--- config.mk ---
export PLATFORM = sky130hd
export DESIGN_NAME = eepc_top
export DESIGN_NICKNAME = d
export VERILOG_FILES = /design/src/hdl/eepc_pkg.sv /design/src/hdl/eepc_top.sv /design/src/hdl/eepc_sync2.sv /design/src/hdl/eepc_pulse_timer.sv
export SDC_FILE = /design/constraint.sdc
export NUM_CORES = 2
export LEC_CHECK = 0
export BUFFER_PORTS_ARGS = -buffer_cell sky130_fd_sc_hd__clkbuf_2
export CAP_MARGIN = 20
export CORE_ASPECT_RATIO = 0.75
export CORE_UTILIZATION = 45
export CTS_BUF_LIST = sky130_fd_sc_hd__clkbuf_4 sky130_fd_sc_hd__clkbuf_8
export DETAILED_ROUTE_END_ITERATION = 7
export PLACE_DENSITY_LB_ADDON = 0.05
export SLEW_MARGIN = 20
export SYNTH_ARGS = -nofsm -noshare
export SYNTH_HDL_FRONTEND = slang
export SYNTH_SLANG_ARGS = --single-unit
--- constraint.sdc ---
create_clock -name aclk -period 4.1 [get_ports aclk]
set_input_delay 1.025 -clock aclk [delete_from_list [all_inputs] [get_ports aclk]]
set_output_delay 1.025 -clock aclk [all_outputs]
set_load 0.005 [all_outputs]
--- src/hdl/eepc_pkg.sv ---
`default_nettype none
package eepc_pkg;

  // ****************************************
  // address map
  // ****************************************
  localparam int          ADDR_W       = 12;
  localparam logic [11:0] CTRL_OFF     = 12'h01c;
  localparam logic [11:0] ARRAY_BASE   = 12'h100;
  localparam int          ARRAY_BYTES  = 128;
  localparam int          ARRAY_AW     = 7;
  localparam int          BLOCK_BYTES  = 32;

  // ****************************************
  // control register fields and reset
  // ****************************************
  localparam int          BIT_INHIBIT  = 7;
  localparam int          BIT_PUMP     = 6;
  localparam int          BIT_ERASE_HI = 4;
  localparam int          BIT_ERASE_LO = 3;
  localparam int          BIT_CAPTURE  = 2;
  localparam int          BIT_RC_SEL   = 1;
  localparam int          BIT_POWER    = 0;
  localparam logic [7:0]  CTRL_RST_LVI = 8'h80;
  localparam logic [7:0]  CTRL_RST_NO  = 8'h00;
  localparam logic [7:0]  ERASED_BYTE  = 8'h00;

  // ****************************************
  // erase modes
  // ****************************************
  localparam logic [1:0]  ERASE_NONE   = 2'h0;
  localparam logic [1:0]  ERASE_BYTE   = 2'h1;
  localparam logic [1:0]  ERASE_BLOCK  = 2'h2;
  localparam logic [1:0]  ERASE_BULK   = 2'h3;

  // ****************************************
  // bus answers
  // ****************************************
  localparam logic [1:0]  RESP_OKAY    = 2'h0;
  localparam logic [1:0]  RESP_SLVERR  = 2'h2;

  // ****************************************
  // timing
  // ****************************************
  localparam int          CLK_NS       = 50;
  localparam int          PULSE_NS     = 10000;
  localparam int          PULSE_CYC    = (PULSE_NS + CLK_NS - 1) / CLK_NS;

  // ****************************************
  // types
  // ****************************************
  typedef enum logic [2:0] {
    EEPC_IDLE = 3'h1,
    EEPC_WRSP = 3'h2,
    EEPC_RRSP = 3'h4
  } eepc_bus_e;

  typedef struct packed {
    logic       inhibit;
    logic       pump_en;
    logic       rsvd;
    logic [1:0] erase_sel;
    logic       capture;
    logic       rc_sel;
    logic       prog_power;
  } eepc_ctrl_s;

  typedef struct packed {
    logic meta;
    logic stable;
  } eepc_sync_s;

  typedef struct packed {
    eepc_bus_e                   st;
    logic                        awready;
    logic                        wready;
    logic                        arready;
    logic                        bvalid;
    logic [1:0]                  bresp;
    logic                        rvalid;
    logic [1:0]                  rresp;
    logic [31:0]                 rdata;
    eepc_ctrl_s                  ctrl;
    logic                        latched;
    logic                        done;
    logic [6:0]                  lat_addr;
    logic [7:0]                  lat_data;
    logic                        pump_running;
    logic                        hv_applied;
    logic [127:0][7:0]           mem;
  } eepc_state_s;

endpackage
`default_nettype wire

--- src/hdl/eepc_top.sv ---
// The AXI4-Lite register port was decided locally.
`timescale 1ns/1ps
`default_nettype none
module eepc_top #(
  parameter bit LVI_PRESENT = 1'b1,
  parameter int PULSE_CYC   = eepc_pkg::PULSE_CYC
) (
  // clock and reset
  input  wire logic        aclk,
  input  wire logic        aresetn,
  // write address
  input  wire logic        awvalid,
  output logic             awready,
  input  wire logic [11:0] awaddr,
  // write data
  input  wire logic        wvalid,
  output logic             wready,
  input  wire logic [31:0] wdata,
  input  wire logic [3:0]  wstrb,
  // write response
  output logic             bvalid,
  input  wire logic        bready,
  output logic [1:0]       bresp,
  // read address
  input  wire logic        arvalid,
  output logic             arready,
  input  wire logic [11:0] araddr,
  // read data
  output logic             rvalid,
  input  wire logic        rready,
  output logic [31:0]      rdata,
  output logic [1:0]       rresp,
  // pins
  input  wire logic        lvi_detect,
  input  wire logic        prog_allow_pin,
  // array power and clock
  output logic             pump_running,
  output logic             hv_applied,
  output logic             array_rc_clock_sel,
  output logic             low_volt_inhibit
);

  // ****************************************
  // state and pin synchronisers
  // ****************************************
  eepc_pkg::eepc_state_s s_r;
  eepc_pkg::eepc_state_s s_nxt;
  eepc_pkg::eepc_state_s rst_state;
  logic                  lvi_s;
  logic                  allow_s;
  logic                  fire;
  logic                  aw_ctrl;
  logic                  aw_arr;
  logic                  ar_ctrl;
  logic                  ar_arr;
  logic                  w_any;
  logic [6:0]            w_idx;
  logic [7:0]            w_byte;

  // resets to the inhibit level so no false release follows reset
  eepc_sync2 #(
    .RST_VAL (1'b1)
  ) u_sync_lvi (
    .aclk    (aclk),
    .aresetn (aresetn),
    .d       (lvi_detect),
    .q       (lvi_s)
  );

  eepc_sync2 u_sync_allow (
    .aclk    (aclk),
    .aresetn (aresetn),
    .d       (prog_allow_pin),
    .q       (allow_s)
  );

  eepc_pulse_timer #(
    .CYC (PULSE_CYC)
  ) u_pulse (
    .aclk    (aclk),
    .aresetn (aresetn),
    .run     (s_r.ctrl.prog_power && s_r.latched && !s_r.done),
    .fire    (fire)
  );

  // ****************************************
  // address decode
  // ****************************************
  assign aw_ctrl = (awaddr[11:2] == eepc_pkg::CTRL_OFF[11:2]);
  assign aw_arr  = (awaddr[11:7] == eepc_pkg::ARRAY_BASE[11:7]);
  assign ar_ctrl = (araddr[11:2] == eepc_pkg::CTRL_OFF[11:2]);
  assign ar_arr  = (araddr[11:7] == eepc_pkg::ARRAY_BASE[11:7]);
  assign w_any   = |wstrb;

  // lowest enabled lane picks the single byte
  always_comb begin
    w_idx  = {awaddr[6:2], 2'h3};
    w_byte = wdata[31:24];
    if (wstrb[0]) begin
      w_idx  = {awaddr[6:2], 2'h0};
      w_byte = wdata[7:0];
    end else if (wstrb[1]) begin
      w_idx  = {awaddr[6:2], 2'h1};
      w_byte = wdata[15:8];
    end else if (wstrb[2]) begin
      w_idx  = {awaddr[6:2], 2'h2};
      w_byte = wdata[23:16];
    end
  end

  always_comb begin
    rst_state              = '0;
    rst_state.st           = eepc_pkg::EEPC_IDLE;
    rst_state.ctrl         = LVI_PRESENT ? eepc_pkg::CTRL_RST_LVI
                                         : eepc_pkg::CTRL_RST_NO;
  end

  // ****************************************
  // next state
  // ****************************************
  always_comb begin
    s_nxt = s_r;
    // bus handshakes
    case (s_r.st)
      eepc_pkg::EEPC_IDLE: begin
        if (s_r.awready) begin
          s_nxt.awready = 1'b0;
          s_nxt.wready  = 1'b0;
          s_nxt.bvalid  = 1'b1;
          s_nxt.bresp   = eepc_pkg::RESP_OKAY;
          s_nxt.st      = eepc_pkg::EEPC_WRSP;
          if (aw_ctrl) begin
            if (wstrb[0] && !s_r.ctrl.inhibit) begin
              s_nxt.ctrl.pump_en   = wdata[eepc_pkg::BIT_PUMP];
              s_nxt.ctrl.erase_sel = wdata[eepc_pkg::BIT_ERASE_HI:eepc_pkg::BIT_ERASE_LO];
              s_nxt.ctrl.capture   = wdata[eepc_pkg::BIT_CAPTURE];
              s_nxt.ctrl.rc_sel    = wdata[eepc_pkg::BIT_RC_SEL];
              if (s_r.ctrl.capture) begin
                s_nxt.ctrl.prog_power = wdata[eepc_pkg::BIT_POWER] &&
                                        (allow_s || s_r.ctrl.prog_power);
              end
              if (!wdata[eepc_pkg::BIT_POWER]) begin
                s_nxt.done = 1'b0;
              end
            end
          end else if (aw_arr) begin
            if (s_r.ctrl.capture && w_any && !s_r.ctrl.prog_power) begin
              s_nxt.latched  = 1'b1;
              s_nxt.done     = 1'b0;
              s_nxt.lat_addr = w_idx;
              s_nxt.lat_data = w_byte;
            end
          end else begin
            s_nxt.bresp = eepc_pkg::RESP_SLVERR;
          end
        end else if (s_r.arready) begin
          s_nxt.arready = 1'b0;
          s_nxt.rvalid  = 1'b1;
          s_nxt.rresp   = eepc_pkg::RESP_OKAY;
          s_nxt.rdata   = '0;
          s_nxt.st      = eepc_pkg::EEPC_RRSP;
          if (ar_ctrl) begin
            s_nxt.rdata[7:0] = s_r.ctrl;
          end else if (ar_arr) begin
            if (!(s_r.ctrl.capture && s_r.latched)) begin
              for (int k = 0; k < 4; k++) begin
                s_nxt.rdata[8*k +: 8] = s_r.mem[{araddr[6:2], 2'(k)}];
              end
            end
          end else begin
            s_nxt.rresp = eepc_pkg::RESP_SLVERR;
          end
        end else if (awvalid && wvalid) begin
          s_nxt.awready = 1'b1;
          s_nxt.wready  = 1'b1;
        end else if (arvalid) begin
          s_nxt.arready = 1'b1;
        end
      end
      eepc_pkg::EEPC_WRSP: begin
        if (bready) begin
          s_nxt.bvalid = 1'b0;
          s_nxt.st     = eepc_pkg::EEPC_IDLE;
        end
      end
      eepc_pkg::EEPC_RRSP: begin
        if (rready) begin
          s_nxt.rvalid = 1'b0;
          s_nxt.st     = eepc_pkg::EEPC_IDLE;
        end
      end
      default: begin
        s_nxt = rst_state;
      end
    endcase

    // program or erase once the pulse has run its time
    if (fire && s_r.ctrl.prog_power) begin
      s_nxt.done = 1'b1;
      case (s_r.ctrl.erase_sel)
        eepc_pkg::ERASE_NONE: begin
          s_nxt.mem[s_r.lat_addr] = s_r.mem[s_r.lat_addr] | s_r.lat_data;
        end
        eepc_pkg::ERASE_BYTE: begin
          s_nxt.mem[s_r.lat_addr] = eepc_pkg::ERASED_BYTE;
        end
        eepc_pkg::ERASE_BLOCK: begin
          for (int j = 0; j < eepc_pkg::BLOCK_BYTES; j++) begin
            s_nxt.mem[{s_r.lat_addr[6:5], 5'(j)}] = eepc_pkg::ERASED_BYTE;
          end
        end
        default: begin
          for (int j = 0; j < eepc_pkg::ARRAY_BYTES; j++) begin
            s_nxt.mem[j] = eepc_pkg::ERASED_BYTE;
          end
        end
      endcase
    end

    // low-voltage inhibit, free running in every power mode
    s_nxt.ctrl.inhibit = LVI_PRESENT && lvi_s;
    s_nxt.ctrl.rsvd    = 1'b0;
    if (s_nxt.ctrl.inhibit) begin
      s_nxt.ctrl[6:0] = '0;
    end
    if (!s_nxt.ctrl.capture) begin
      s_nxt.latched = 1'b0;
    end
    s_nxt.pump_running = s_nxt.ctrl.pump_en || s_nxt.ctrl.prog_power;
    s_nxt.hv_applied   = s_nxt.ctrl.prog_power;
  end

  always_ff @(posedge aclk) begin
    if (!aresetn) begin
      s_r <= rst_state;
    end else begin
      s_r <= s_nxt;
    end
  end

  // ****************************************
  // outputs
  // ****************************************
  assign awready            = s_r.awready;
  assign wready             = s_r.wready;
  assign bvalid             = s_r.bvalid;
  assign bresp              = s_r.bresp;
  assign arready            = s_r.arready;
  assign rvalid             = s_r.rvalid;
  assign rdata              = s_r.rdata;
  assign rresp              = s_r.rresp;
  assign pump_running       = s_r.pump_running;
  assign hv_applied         = s_r.hv_applied;
  assign array_rc_clock_sel = s_r.ctrl.rc_sel;
  assign low_volt_inhibit   = s_r.ctrl.inhibit;

  // ****************************************
  // assertions
  // ****************************************
  property p_inhibit_clears;
    @(posedge aclk) disable iff (!aresetn)
    s_r.ctrl.inhibit |-> (s_r.ctrl[6:0] == 7'h00) && !hv_applied && !pump_running;
  endproperty
  a_inhibit_clears: assert property (p_inhibit_clears)
    else $error("control bits not cleared under inhibit");

  property p_inhibit_follows;
    @(posedge aclk) disable iff (!aresetn)
    lvi_s |=> low_volt_inhibit == LVI_PRESENT;
  endproperty
  a_inhibit_follows: assert property (p_inhibit_follows)
    else $error("inhibit does not follow detector");

  property p_no_option;
    @(posedge aclk) disable iff (!aresetn)
    !LVI_PRESENT |-> !s_r.ctrl.inhibit;
  endproperty
  a_no_option: assert property (p_no_option)
    else $error("bit 7 set without inhibit option");

  property p_power_needs_capture;
    @(posedge aclk) disable iff (!aresetn)
    $rose(s_r.ctrl.prog_power) |-> $past(s_r.ctrl.capture) && $past(allow_s);
  endproperty
  a_power_needs_capture: assert property (p_power_needs_capture)
    else $error("power set without prior capture or allow");

  property p_hv_with_pump;
    @(posedge aclk) disable iff (!aresetn)
    hv_applied |-> pump_running;
  endproperty
  a_hv_with_pump: assert property (p_hv_with_pump)
    else $error("array voltage without pump");

  property p_read_blocked;
    @(posedge aclk) disable iff (!aresetn)
    (s_r.st == eepc_pkg::EEPC_IDLE && arready && ar_arr && s_r.ctrl.capture
     && s_r.latched) |=> rvalid && (rdata == 32'h0);
  endproperty
  a_read_blocked: assert property (p_read_blocked)
    else $error("array read not blocked");

  property p_latch_write;
    @(posedge aclk) disable iff (!aresetn)
    (awready && aw_arr && s_r.ctrl.capture && !s_r.ctrl.prog_power && wstrb[0]
     && !lvi_s) |=> s_r.latched && (s_r.lat_data == $past(wdata[7:0])) && bvalid;
  endproperty
  a_latch_write: assert property (p_latch_write)
    else $error("array write not latched");

  property p_bulk;
    @(posedge aclk) disable iff (!aresetn)
    (fire && s_r.ctrl.prog_power && s_r.ctrl.erase_sel == eepc_pkg::ERASE_BULK)
      |=> (s_r.mem == '0);
  endproperty
  a_bulk: assert property (p_bulk)
    else $error("bulk erase incomplete");

  property p_write_answer;
    @(posedge aclk) disable iff (!aresetn)
    (s_r.st == eepc_pkg::EEPC_IDLE && awvalid && wvalid && !awready && !arready)
      |=> awready ##1 bvalid;
  endproperty
  a_write_answer: assert property (p_write_answer)
    else $error("write not answered in two cycles");

  c_program: cover property (@(posedge aclk) disable iff (!aresetn)
    fire && s_r.ctrl.erase_sel == eepc_pkg::ERASE_NONE);
  c_block: cover property (@(posedge aclk) disable iff (!aresetn)
    fire && s_r.ctrl.erase_sel == eepc_pkg::ERASE_BLOCK);
  c_inhibit: cover property (@(posedge aclk) disable iff (!aresetn)
    $rose(low_volt_inhibit));

endmodule
`default_nettype wire

--- src/hdl/eepc_sync2.sv ---
`timescale 1ns/1ps
`default_nettype none
module eepc_sync2 #(
  parameter bit RST_VAL = 1'b0
) (
  // clock and reset
  input  wire logic aclk,
  input  wire logic aresetn,
  // level in and out
  input  wire logic d,
  output logic      q
);

  eepc_pkg::eepc_sync_s s_r;
  eepc_pkg::eepc_sync_s s_nxt;

  always_comb begin
    s_nxt        = s_r;
    s_nxt.meta   = d;
    s_nxt.stable = s_r.meta;
  end

  always_ff @(posedge aclk) begin
    if (!aresetn) begin
      s_r <= {RST_VAL, RST_VAL};
    end else begin
      s_r <= s_nxt;
    end
  end

  assign q = s_r.stable;

endmodule
`default_nettype wire

--- src/hdl/eepc_pulse_timer.sv ---
`timescale 1ns/1ps
`default_nettype none
module eepc_pulse_timer #(
  parameter int CYC = 200
) (
  // clock and reset
  input  wire logic aclk,
  input  wire logic aresetn,
  // control
  input  wire logic run,
  output logic      fire
);

  localparam int CW = $clog2(CYC + 1);

  typedef struct packed {
    logic [CW-1:0] cnt;
    logic          fire;
  } eepc_tmr_s;

  eepc_tmr_s s_r;
  eepc_tmr_s s_nxt;

  // counts while run, one pulse after CYC cycles
  always_comb begin
    s_nxt      = s_r;
    s_nxt.fire = 1'b0;
    if (!run) begin
      s_nxt.cnt = '0;
    end else if (s_r.cnt != CW'(CYC)) begin
      s_nxt.cnt  = s_r.cnt + CW'(1);
      s_nxt.fire = (s_r.cnt == CW'(CYC - 1));
    end
  end

  always_ff @(posedge aclk) begin
    if (!aresetn) begin
      s_r <= '0;
    end else begin
      s_r <= s_nxt;
    end
  end

  assign fire = s_r.fire;

endmodule
`default_nettype wire

==> summary.json <==
{
  "outcome": {"value": "complete, but fails checks"},
  "failed_checks": {"value": "negative setup slack"},
  "critical-path-max-stage-delay": {"value": 0.72, "unit": "ns"},
  "placed_cells_incl_taps": {"value": 10800},
  "fin_crit": {"value": 4.14, "unit": "ns"},
  "tritoncts_num_sinks": {"value": 1104},
  "synth_xor_xnor_area_share": {"value": 0.0833, "unit": "%"},
  "syn2layout_area_growth": {"value": 13.2, "unit": "%"},
  "worst_slack": {"value": -0.0373, "unit": "ns"},
  "cts.path.max_buffers": {"value": 3},
  "dp_hpwl": {"value": 279000, "unit": "um"},
  "cpMaxStageDelayCell": {"value": "dfxtp_4"},
  "drtAntennaViolNets": {"value": 0},
  "design.final.nets": {"value": 8936},
  "hold_viol_final": {"value": 0},
  "floorplan.die.width": {"value": 469, "unit": "um"},
  "p_leak": {"value": 29.9, "unit": "nW"},
  "grt_pass1_vias": {"value": 71800},
  "floorplan.rows": {"value": 128},
  "share_of_the_synthesized_area_in_compound_gates_ao_oa_aoi_oai": {"value": 24.8, "unit": "%"},
  "worst_path_most_repeated_cell": {"value": "buf_4"},
  "cts_tree": {"value": "yes"},
  "core-area": {"value": 0.162, "unit": "sq mm"},
  "final.period_utilization": {"value": 101, "unit": "%"},
  "initial_core_util": {"value": 45.3, "unit": "%"},
  "flip_flop_and_latch_count_after_synthesis": {"value": 1104},
  "grt.overflow.total": {"value": 0},
  "gr-usage-all-layers": {"value": 46.2, "unit": "%"},
  "critical-path-top-delay-family": {"value": "compound AO/OA/AOI/OAI gates"},
  "synth_enable_flop_cells": {"value": 0},
  "dr_total_vias": {"value": 82000},
  "rsz_0062_raised_after_global_routing": {"value": "false"},
  "wl_per_cell": {"value": 35.5, "unit": "um"},
  "asyncSetResetFlopFracSynth": {"value": 0, "unit": "%"},
  "fin_skew": {"value": 0.0602, "unit": "ns"},
  "main_combinational_cell_family_by_area_after_synthesis": {"value": "compound AO/OA/AOI/OAI gates"},
  "clock.fmax": {"value": 242, "unit": "MHz"},
  "max-slew-margin-rel": {"value": 7.88, "unit": "%"},
  "tritoncts.num_buffers": {"value": 195},
  "detailedRoute.firstIterationViolations": {"value": 14800},
  "buffer_ports.inserted": {"value": 107},
  "fillCellCount": {"value": 15300},
  "routed_via_density": {"value": 7.33},
  "antenna_found_initial": {"value": 50},
  "yosys.area_share.adder": {"value": 0.0340, "unit": "%"},
  "clkSlewWorstSetupHoldPaths": {"value": 0.07, "unit": "ns"},
  "totalPowerFinal": {"value": 25.5, "unit": "mW"},
  "postSynthCellCount": {"value": 8929},
  "yosys.cell_types.count": {"value": 86},
  "ys_dominant_reg_cell": {"value": "dfxtp_1"},
  "post_synth_instance_area": {"value": 0.0736, "unit": "sq mm"},
  "dr.pass1.iters": {"value": 7},
  "max_slew.worst_pin.slew": {"value": 1.38, "unit": "ns"},
  "post-route-drc-count": {"value": 0},
  "maxCapViolations": {"value": 0},
  "peak_vdd_ir": {"value": 0.366, "unit": "mV"},
  "gpl.final_weighted_congestion": {"value": 1.04},
  "design.die.area": {"value": 0.165, "unit": "sq mm"},
  "synthSimpleGateAreaFrac": {"value": 23.7, "unit": "%"},
  "ratio_of_cells_with_drive_above_1_in_the_final_layout": {"value": 21.3, "unit": "%"},
  "dpl-instance-area": {"value": 0.0788, "unit": "sq mm"},
  "holdCritPathClass": {"value": "in2reg"},
  "finalWirelength": {"value": 397000, "unit": "um"},
  "critical_path.endpoint_type": {"value": "register"},
  "critical_path_arrival": {"value": 4.97, "unit": "ns"},
  "finalInstanceArea": {"value": 0.0833, "unit": "sq mm"},
  "clk_root_buffer_cell": {"value": "clkbuf_8"},
  "synth.mux.area_fraction": {"value": 15.0, "unit": "%"},
  "setup-violations-final": {"value": 2},
  "crit_required": {"value": 4.93, "unit": "ns"},
  "layoutNonFillerInstCount": {"value": 11200},
  "criticalPathCategory": {"value": "reg2reg"},
  "worst-path-max-fanout": {"value": 22},
  "grt_first_pass_wirelength": {"value": 554000, "unit": "um"},
  "worst_hold_slack": {"value": 0.268, "unit": "ns"},
  "power_density": {"value": 306, "unit": "mW/mm^2"},
  "mean_cell_area_of_the_mapped_netlist": {"value": 8.24, "unit": "sq um"},
  "timing_max_transition_violations_final": {"value": 0},
  "grt_max_degree": {"value": 270},
  "worst_setup_path_start_kind": {"value": "register"},
  "finalCoreUtilization": {"value": 51.3, "unit": "%"},
  "insertion_delay_of_the_later_clocked_pin_in_the_worst_skew_pair": {"value": 0.99, "unit": "ns"},
  "io_pins": {"value": 114},
  "yosysWarnings": {"value": 0},
  "synth.yosys.seq_area_share": {"value": 30.0, "unit": "%"},
  "list_of_cells_traversed_by_the_critical_path": {"value": "buf_4, buf_4, mux4_2, mux2i_1, a211oi_1, buf_4, a31o_4, buf_4, o311ai_0, a211oi_1"},
  "path_buf_inv": {"value": 4},
  "cts_htree_levels": {"value": 4},
  "die_height": {"value": 352, "unit": "um"}
}
cell usage in the layout (no fill, tap or decap), drive strengths merged, types with 10 or more instances in the layout:
cell	Yosys	routed
a211o	92	92
a211oi	106	106
a21boi	88	88
a21o	134	134
a21oi	642	642
a221o	48	48
a221oi	216	216
a22o	44	44
a22oi	85	85
a31oi	146	146
and3	24	24
buf	326	605
clkbuf	643	420
clkinv	0	23
dfxtp	1104	1104
diode	0	16
inv	16	17
mux2	103	103
mux2i	124	124
mux4	384	384
nand2	2298	2298
nand2b	11	11
nand3	226	226
nand4	689	689
nor2	186	186
nor2b	12	12
nor3	28	28
nor4	130	130
o211ai	10	10
o21ai	272	272
o221ai	11	11
o22ai	11	11
o2bb2ai	13	13
o311ai	88	88
o31ai	474	474
or3	35	35
what timing repair did:
item,CTS,global route
setup endpoints to repair,50,126
hold buffers,0,0
setup buffers,0,8
endpoints found under the hold margin,0,0
resized for setup,1,1
pin swaps,0,0
logic make-up (layout without fill, tap and decap cells):
group           after synthesis  count (layout)
flops                      1104            1104
buf+inv                     985            1069
simple gates               3690            3690
xor+xnor                      7               7
compound gates             2529            2529
other cells                   1              18
fa+ha+maj                     2               2
mux                         611             611
sequential cells by signal (all words and copies together) (netlist names):
| name | cells |
|---|---|
| s_r | 1048 |
| rdata | 32 |
| u_pulse.s_r | 8 |
| array_rc_clock_sel | 1 |
| arready | 1 |
| awready | 1 |
| bresp | 1 |
| bvalid | 1 |
| hv_applied | 1 |
| low_volt_inhibit | 1 |
| pump_running | 1 |
| rresp | 1 |
| rvalid | 1 |
| u_pulse.fire | 1 |
| u_sync_allow.q | 1 |
| u_sync_allow.s_nxt | 1 |
| u_sync_lvi.q | 1 |
| u_sync_lvi.s_nxt | 1 |
| wready | 1 |
power by group:
group	total (mW)	switching, mW	internal, mW
sequential	10.7	0.0123	10.7
combinational	3.12	2.54	0.580
clock	11.6	5.40	6.24
total	25.5	7.95	17.6
synth_stat cells, types with 12 or more instances:
| master | number | area (sq um) |
|---|---|---|
| nand2_1 | 2298 | 8630 |
| dfxtp_1 | 1104 | 22100 |
| nand4_1 | 689 | 4310 |
| clkbuf_1 | 643 | 2410 |
| a21oi_1 | 595 | 2980 |
| o31ai_1 | 473 | 3550 |
| mux4_2 | 384 | 8650 |
| o21ai_0 | 269 | 1350 |
| nand3_1 | 226 | 1130 |
| nor2_1 | 186 | 698 |
| a31oi_1 | 146 | 913 |
| buf_2 | 145 | 726 |
| a21o_1 | 134 | 1010 |
| mux2i_1 | 124 | 1240 |
| a221oi_2 | 121 | 1820 |
| nor4_2 | 120 | 1500 |
| a211oi_1 | 104 | 781 |
| mux2_2 | 101 | 1140 |
| a221oi_1 | 95 | 832 |
| a211o_1 | 92 | 806 |
| a21boi_0 | 88 | 661 |
| a22oi_1 | 85 | 638 |
| o311ai_0 | 78 | 683 |
| buf_1 | 62 | 233 |
| buf_4 | 60 | 450 |
| a221o_1 | 48 | 480 |
| a21oi_2 | 47 | 412 |
| a22o_1 | 44 | 385 |
| buf_6 | 38 | 428 |
| or3_1 | 35 | 219 |
| nor3_1 | 28 | 140 |
| and3_1 | 24 | 150 |
| buf_12 | 14 | 280 |
| o2bb2ai_1 | 13 | 114 |
| nor2b_1 | 12 | 75.1 |
per-layer routing:
layer | wire [um] | track usage, % | up-vias
met5 | 246 | 0 | -
met4 | 22600 | 21.3 | 36
met3 | 61500 | 18.3 | 1077
met2 | 153000 | 60.8 | 6359
met1 | 159000 | 64.9 | 40500
li1 | - | - | 33900
final timing paths:
path | slack [ns] | cells after the start | endpoint | start
worst max register to register | -0.04 | 10 | s_r[420]$_SDFF_PN0_ | s_r[1036]$_SDFFE_PN0P_
worst min register to register | 0.42 | 1 | u_sync_lvi.q$_SDFF_PN1_ | u_sync_lvi.s_nxt[0]$_SDFF_PN1_
worst min-delay path | 0.27 | 2 | u_sync_lvi.s_nxt[0]$_SDFF_PN1_ | lvi_detect
worst max-delay path | -0.04 | 10 | s_r[420]$_SDFF_PN0_ | s_r[1036]$_SDFFE_PN0P_
metrics by stage:
stage                     setup TNS (ns)  setup slack [ns]
final                            -0.0384           -0.0373
after global routing                   0            0.0502
after CTS                              0           0.00657
after detailed placement          -0.315           -0.0260
after global placement             -1.15           -0.0416
after floorplan                        0             0.525
layout make-up:
type / count / area, sq um / share of cell area (%)
Sequential cell: 1104 / 22100 / 26.6
Clock inverter: 28 / 239 / 0.287
Timing Repair Buffer: 707 / 6990 / 8.39
Inverter: 16 / 68.8 / 0.0826
Clock buffer: 318 / 3990 / 4.79
Multi-Input combinational cell: 6841 / 47200 / 56.6
Antenna cell: 16 / 40.0 / 0.0481
Tap cell: 2145 / 2680 / 3.22
No activity file was read; power rests on OpenSTA's default activity.
